File: config.mk
export PLATFORM = sky130hd
export DESIGN_NAME = cnt_cmd_front
export DESIGN_NICKNAME = d
export VERILOG_FILES = /design/src/verilog/cnt_pkg.sv /design/src/verilog/cnt_cmd_front.sv
export VERILOG_INCLUDE_DIRS = /design/src /design/src/verilog
export SDC_FILE = /design/constraint.sdc
export NUM_CORES = 1
export LEC_CHECK = 0
export BUFFER_PORTS_ARGS = -buffer_cell sky130_fd_sc_hd__buf_4
export CORE_MARGIN = 1.5
export CORE_UTILIZATION = 50
export DETAILED_ROUTE_END_ITERATION = 16
export GPL_TIMING_DRIVEN = 0
export PLACE_DENSITY_LB_ADDON = 0.3
export SLEW_MARGIN = 20
export SYNTH_ARGS = -nofsm -noshare
export SYNTH_HDL_FRONTEND = slang
export SYNTH_SLANG_ARGS = --single-unit
File: constraint.sdc
create_clock -name clk -period 3 [get_ports clk]
set_input_delay 0.3 -clock clk [delete_from_list [all_inputs] [get_ports clk]]
set_output_delay 0.3 -clock clk [all_outputs]
set_load 0.01 [all_outputs]
File: src/verilog/cnt_params.svh
// constants of the counter module command front end
// Summary of operation
// - power-up set: only reset and clear-power-up accepted
// - after power-up outputs and counting stay disabled
// - command code zero enables outputs and counter
// - commands and returns use 32 point windows
// - erroneous command ignored, error returned next scan
// - refused power-up command returns error 23
`ifndef CNT_PARAMS_SVH
`define CNT_PARAMS_SVH
// command codes
`define CMD_DISCRETE 8'h00
`define CMD_RESET 8'h01
`define CMD_CLR_PWR 8'h06
// error codes and status byte layout
`define ERR_PWR_UP 8'h17
`define ERR_FLAG 3'h7
`define ST_CNT_BIT 0
`define ST_PWR_BIT 1
`define ST_OUT_BIT 2
// point windows
`define POINTS 32
// apb byte offsets
`define OFS_STATUS 8'h00
`define OFS_ACCUM 8'h04
`define OFS_CTRL 8'h08
`define OFS_IRQ_STAT 8'h0C
`define OFS_IRQ_EN 8'h10
`define OFS_IRQ_CLR 8'h14
`define OFS_LAST_CMD 8'h18
// interrupt bits
`define IRQ_ERR 0
`define IRQ_ENABLED 1
`define IRQ_PWR_CLR 2
`define IRQ_W 3
`define CTRL_RST 1'h1
`endif

File: src/verilog/cnt_pkg.sv
// types shared by the counter module command front end
package cnt_pkg;
  typedef struct packed {
    logic pwr_up;
    logic cnt_en;
    logic out_en;
    logic [23:0] accum;
    logic prev_valid;
    logic [31:0] prev_cmd;
    logic [31:0] last_cmd;
    logic [31:0] ret;
    logic err_pend;
    logic [7:0] err_code;
    logic accept;
    logic [2:0] irq_stat;
    logic [2:0] irq_en;
    logic irq;
    logic [31:0] prdata;
    logic pready;
    logic pslverr;
  } state_s;
endpackage
File: src/verilog/cnt_cmd_front.sv
// command front end of the pulse counter module with apb status and interrupts
`timescale 1ns/1ps
`include "cnt_params.svh"
module cnt_cmd_front
  import cnt_pkg::*;
#(
  parameter int ACC_W = 24
) (
  input wire logic clk,
  input wire logic nrst,
  input wire logic scan_strobe,
  input wire logic [31:0] cmd_points,
  input wire logic count_pulse,
  output logic [31:0] return_points,
  output logic outputs_enable,
  output logic counting,
  output logic irq,
  input wire logic psel,
  input wire logic penable,
  input wire logic pwrite,
  input wire logic [7:0] paddr,
  input wire logic [31:0] pwdata,
  output logic [31:0] prdata,
  output logic pready,
  output logic pslverr
);

  // ****************************************
  // helpers
  // ****************************************
  // a code that may run in the current power-up state
  function automatic logic cmd_allowed(input logic [7:0] code, input logic pwr);
    cmd_allowed = !pwr || code == `CMD_RESET || code == `CMD_CLR_PWR;
  endfunction

  function automatic logic addr_known(input logic [7:0] a);
    addr_known = a == `OFS_STATUS || a == `OFS_ACCUM || a == `OFS_CTRL ||
                 a == `OFS_IRQ_STAT || a == `OFS_IRQ_EN || a == `OFS_IRQ_CLR ||
                 a == `OFS_LAST_CMD;
  endfunction

  state_s state_reg;
  state_s state_next;

  logic [7:0] code;
  logic new_cmd;
  logic [`IRQ_W-1:0] ev;
  logic [7:0] status_byte;
  logic apb_done;

  assign code = cmd_points[7:0];
  assign new_cmd = scan_strobe && state_reg.accept &&
                   (!state_reg.prev_valid || cmd_points != state_reg.prev_cmd);
  assign apb_done = psel && penable && state_reg.pready;

  // ****************************************
  // next state
  // ****************************************
  always_comb begin
    state_next = state_reg;
    ev = '0;
    status_byte = '0;
    // counting only once enabled; pulses ignored before
    if (state_reg.cnt_en && count_pulse) begin
      state_next.accum = state_reg.accum + 24'h000001;
    end
    if (new_cmd) begin
      state_next.prev_valid = 1'b1;
      state_next.prev_cmd = cmd_points;
      state_next.last_cmd = cmd_points;
      if (!cmd_allowed(code, state_reg.pwr_up)) begin
        // refused: mode untouched, error shown on next scan
        state_next.err_pend = 1'b1;
        state_next.err_code = `ERR_PWR_UP;
        ev[`IRQ_ERR] = 1'b1;
      end else if (code == `CMD_RESET) begin
        // back to the power-up defaults
        state_next.pwr_up = 1'b1;
        state_next.cnt_en = 1'b0;
        state_next.out_en = 1'b0;
        state_next.accum = '0;
      end else if (code == `CMD_CLR_PWR) begin
        if (state_reg.pwr_up) begin
          ev[`IRQ_PWR_CLR] = 1'b1;
        end
        state_next.pwr_up = 1'b0;
      end else if (code == `CMD_DISCRETE) begin
        state_next.cnt_en = 1'b1;
        state_next.out_en = 1'b1;
        ev[`IRQ_ENABLED] = 1'b1;
      end
    end
    // return window refreshed each scan; error held for one scan only
    status_byte[`ST_CNT_BIT] = state_next.cnt_en;
    status_byte[`ST_PWR_BIT] = state_next.pwr_up;
    status_byte[`ST_OUT_BIT] = state_next.out_en;
    if (scan_strobe) begin
      if (state_reg.err_pend) begin
        status_byte[7:5] = `ERR_FLAG;
        state_next.ret = {16'h0000, state_reg.err_code, status_byte};
        state_next.err_pend = new_cmd && !cmd_allowed(code, state_reg.pwr_up);
      end else begin
        state_next.ret = {state_next.accum, status_byte};
      end
    end
    // apb slave: one wait cycle, then the access completes
    state_next.pready = psel && penable && !state_reg.pready;
    state_next.pslverr = psel && penable && !state_reg.pready && !addr_known(paddr);
    if (psel && penable && !state_reg.pready && !pwrite) begin
      unique case (paddr)
        `OFS_STATUS: state_next.prdata = {24'h000000, status_byte};
        `OFS_ACCUM: state_next.prdata = {8'h00, state_reg.accum};
        `OFS_CTRL: state_next.prdata = {31'h00000000, state_reg.accept};
        `OFS_IRQ_STAT: state_next.prdata = {29'h00000000, state_reg.irq_stat};
        `OFS_IRQ_EN: state_next.prdata = {29'h00000000, state_reg.irq_en};
        `OFS_LAST_CMD: state_next.prdata = state_reg.last_cmd;
        default: state_next.prdata = 32'h00000000;
      endcase
    end
    // sticky status: a new event wins over a clear in the same cycle
    state_next.irq_stat = state_reg.irq_stat;
    if (apb_done && pwrite) begin
      unique case (paddr)
        `OFS_CTRL: state_next.accept = pwdata[0];
        `OFS_IRQ_EN: state_next.irq_en = pwdata[`IRQ_W-1:0];
        `OFS_IRQ_CLR: state_next.irq_stat = state_reg.irq_stat & ~pwdata[`IRQ_W-1:0];
        default: state_next.accept = state_reg.accept;
      endcase
    end
    state_next.irq_stat = state_next.irq_stat | ev;
    state_next.irq = |(state_next.irq_stat & state_next.irq_en);
  end

  always_ff @(posedge clk or negedge nrst) begin
    if (!nrst) begin
      state_reg <= '0;
      state_reg.pwr_up <= 1'b1;
      state_reg.accept <= `CTRL_RST;
    end else begin
      state_reg <= state_next;
    end
  end

  assign return_points = state_reg.ret;
  assign outputs_enable = state_reg.out_en;
  assign counting = state_reg.cnt_en;
  assign irq = state_reg.irq;
  assign prdata = state_reg.prdata;
  assign pready = state_reg.pready;
  assign pslverr = state_reg.pslverr;

  // ****************************************
  // checks
  // ****************************************
  a_pwr_refuse: assert property (@(posedge clk) disable iff (!nrst)
    new_cmd && state_reg.pwr_up && code != `CMD_RESET && code != `CMD_CLR_PWR
    |=> state_reg.pwr_up && $stable(state_reg.cnt_en) && $stable(state_reg.out_en))
    else $error("command run while power-up bit set");

  a_count_hold: assert property (@(posedge clk) disable iff (!nrst)
    !counting |=> state_reg.accum == $past(state_reg.accum))
    else $error("count moved while counting disabled");

  a_pwr_disabled: assert property (@(posedge clk) disable iff (!nrst)
    state_reg.pwr_up |-> !outputs_enable && !counting)
    else $error("enabled during power-up state");

  a_zero_enable: assert property (@(posedge clk) disable iff (!nrst)
    new_cmd && !state_reg.pwr_up && code == `CMD_DISCRETE |=> outputs_enable && counting)
    else $error("zero code did not enable");

  a_err_return: assert property (@(posedge clk) disable iff (!nrst)
    scan_strobe && state_reg.err_pend
    |=> return_points[15:8] == `ERR_PWR_UP && return_points[7:5] == `ERR_FLAG)
    else $error("error code 23 not returned");

  a_err_once: assert property (@(posedge clk) disable iff (!nrst)
    scan_strobe && !state_reg.err_pend |=> return_points[7:5] != `ERR_FLAG)
    else $error("error shown without a failed command");

  a_apb_answer: assert property (@(posedge clk) disable iff (!nrst)
    psel && penable && !pready |=> pready)
    else $error("apb access not answered in one cycle");

  a_irq_level: assert property (@(posedge clk) disable iff (!nrst)
    $rose(state_reg.irq_stat[`IRQ_ERR]) && state_reg.irq_en[`IRQ_ERR] |-> irq)
    else $error("enabled event gave no interrupt");
endmodule

==> impl_metrics.yaml <==
cts:
  clkTransAtPathRegs_ns: 0.06
  cts_tree: "built"
  cts_made_buffers: 17
  insertion_delay_ns: 0.42
  cts_num_sinks: 132
  h-tree-depth: 4
  post_cts_buffers: 0
  clock-root-buffer: "clkbuf_16"
  cts_buffer_depth: 2
placement:
  place_ws_ns: 0.2556
  place_hpwl_microns: 11910
  place_congestion: 0.8770
  place_inst: 868
  port_buffers: 112
yosys:
  yosys_warnings: 0
  synth_ff_type: "dfrtp_1"
  yosys_register_bits: 132
  syn_area_per_cell_sq_um: 11.43
  synth_area_sq_um: 6654
  synthArstFlopShare: 1.000
  ys_seq_area_frac: 0.4968
  netlist_instances: 582
  synth_edf_count: 0
  synth_cell_types: 57
sta:
  rsz0062_at_grt: "false"
  setup_viol_count_final: 0
  period_share: 0.8863
  max_slew.worst_pin.slew_ns: 1.006
  hold_viol: 0
  fin_skew_ns: 0.01229
  max_slew_margin: 0.3235
  period_needed_ns: 2.659
  drv_slew: 0
  finalSetupTns_ns: 0
  postLayoutSetupSlackWorst_ns: 0.3412
  max_freq_ghz: 0.3761
power:
  peakVddDrop_uv: 371.4
  p_per_area_nw_per_um2: 484.3
  p_leak_nw: 4.169
drt:
  route.detailed.drc: 0
  wire_per_inst_microns: 17.84
  routed_wl_microns: 16080
  dr.pass1.iters: 5
  route.vias.total: 4924
  ant_nets: 0
  drt-vias-per-instance: 5.465
  drt_iter0_drc: 315
setup_path:
  critPathArrivalTime_ns: 3.01
  crit_type: "register to register"
  cp_num_buf_inv: 3
  crit_family: "simple AND/OR/NAND/NOR gates"
  required_ns: 3.35
  slowest_stage: "nor4_2"
  cp_common_cell: "clkbuf_1"
  critical_path.cell_chain: "or3_1 > clkbuf_1 > nor4_2 > clkbuf_1 > a222oi_1 > inv_1"
  crit_fanout: 10
  cp-start-kind: "register"
  cp-end-kind: "register"
  cpPeakStageDelay_ns: 0.88
floorplanning:
  initial_core_util: 0.5188
  io_pins: 148
  die_w_microns: 118.4
  die_h_microns: 118.4
  rows: 41
  die_area_sq_um: 14010
  core_area_sq_um: 12820
outcome:
  status: "finished clean"
final_layout:
  drive_above_1_share: 0.3827
  area_delta_synth_final_pct: 25.20
  post-route-util: 0.6496
  num-nets-final: 796
  diodes: 0
  largest_register_ffs: 67
  fill_cells: 1023
  layoutNonFillerInstCount: 901
global_route:
  gr-total-overflow: 0
  gr-max-usage-layer: "met2"
  grt_usage: 0.2371
  antenna_found_initial: 0
  grt_util_met3: 0.04826
  first_global_vias: 4892
  grt_pass1_wl_microns: 25610
  grt_max_degree: 86
  use_met1: 0.3150
  met2_usage: 0.3797
hold_path:
  hp-class: "primary input to register"
run:
  max-cap-violations: 0
## Yosys cell counts, types with 2 or more instances
cell type	number	area, sq um
nand3_1	10	50.05
inv_1	45	168.9
a31oi_1	3	18.77
mux2i_1	7	70.07
a22oi_1	3	22.52
nand2b_1	4	25.02
a222oi_1	18	180.2
buf_2	4	20.02
xnor2_1	36	315.3
mux2_2	37	416.7
buf_6	2	22.52
o21ai_0	6	30.03
a22o_1	11	96.34
nor2_1	36	135.1
or2_2	3	18.77
and3_1	6	37.54
a221o_1	4	40.04
nor2b_1	2	12.51
buf_8	2	30.03
xor2_1	19	166.4
a32oi_1	4	35.03
nor3_1	4	20.02
nand2_1	20	75.07
dfstp_2	2	52.55
nand4_1	13	81.33
and2_1	3	18.77
dfrtp_1	130	3253
buf_4	65	488.0
and4_1	7	61.31
o32ai_2	13	211.5
o32ai_1	6	52.55
a21boi_0	2	15.01
nor4_2	2	25.02
nor4_1	2	12.51
a21oi_1	8	40.04
o22ai_1	2	12.51
clkbuf_1	16	60.06
o31ai_1	6	45.04
## routing by layer
metal	vias up	routed length, microns
li1	2276	-
met1	2470	7236
met2	158	7681
met3	20	864
met4	0	295
met5	-	0
## kinds of logic after synthesis
group           share of synthesized area
fa+ha+maj                        0.001880
xor+xnor                          0.07240
flops                              0.4968
compound gates                     0.1371
simple gates                      0.09590
mux                               0.07315
other cells                     0.0005636
buf+inv                            0.1222
## layout make-up
cell class / count / area, sq um / area share
Tap cell: 172 / 215.2 / 0.02583
Sequential cell: 132 / 3306 / 0.3968
Clock inverter: 9 / 103.9 / 0.01247
Multi-Input combinational cell: 315 / 2539 / 0.3047
Clock buffer: 23 / 467.9 / 0.05617
Inverter: 45 / 168.9 / 0.02028
Buffer: 91 / 644.4 / 0.07735
Timing Repair Buffer: 114 / 885.9 / 0.1063
## power breakdown
group	switching, mW	internal [mW]	leakage (nW)
clock	0.744	1.26	0.277
combinational	0.126	0.0951	2.07
sequential	0.0131	1.80	1.83
## layout by cell type, fill, tap and decap left out, types with 18 or more instances in the layout
master    instances
nand2_1          20
dfrtp_1         130
inv_1            45
clkbuf_1         20
xnor2_1          36
xor2_1           19
buf_4           176
a222oi_1         18
nor2_1           36
mux2_2           37
## metrics by stage
stage	hold slack (ns)	total power [mW]	instance area (sq um)
finish	0.1291	4.035	8330
floorplan	0.004409	1.928	6658
global placement	0.4422	2.051	7714
CTS	0.1183	4.065	8330
global route	0.1210	4.161	8330
detailed placement	0.2327	2.062	7749
## worst paths after layout
| check | start | end | slack [ns] | cells past startpoint |
|---|---|---|---|---|
| max in group asynchronous | nrst | state_reg[97] | 1.88 | 3 |
| hold / removal | cmd_points[0] | state_reg[149] | 0.13 | 2 |
| setup / recovery | pready | prdata[11] | 0.34 | 6 |
| hold reg to reg | state_reg[42] | state_reg[42] | 0.46 | 1 |
| setup reg to reg | pready | prdata[11] | 0.34 | 6 |
| min in group asynchronous | nrst | return_points[9] | 0.38 | 2 |
## what timing repair did
item	in CTS	in global routing
endpoints found under the hold margin	46	0
hold buffers	1	0
endpoints found under the setup margin	0	0
gates resized for setup	0	0
No activity file was read; power rests on OpenSTA's default activity.
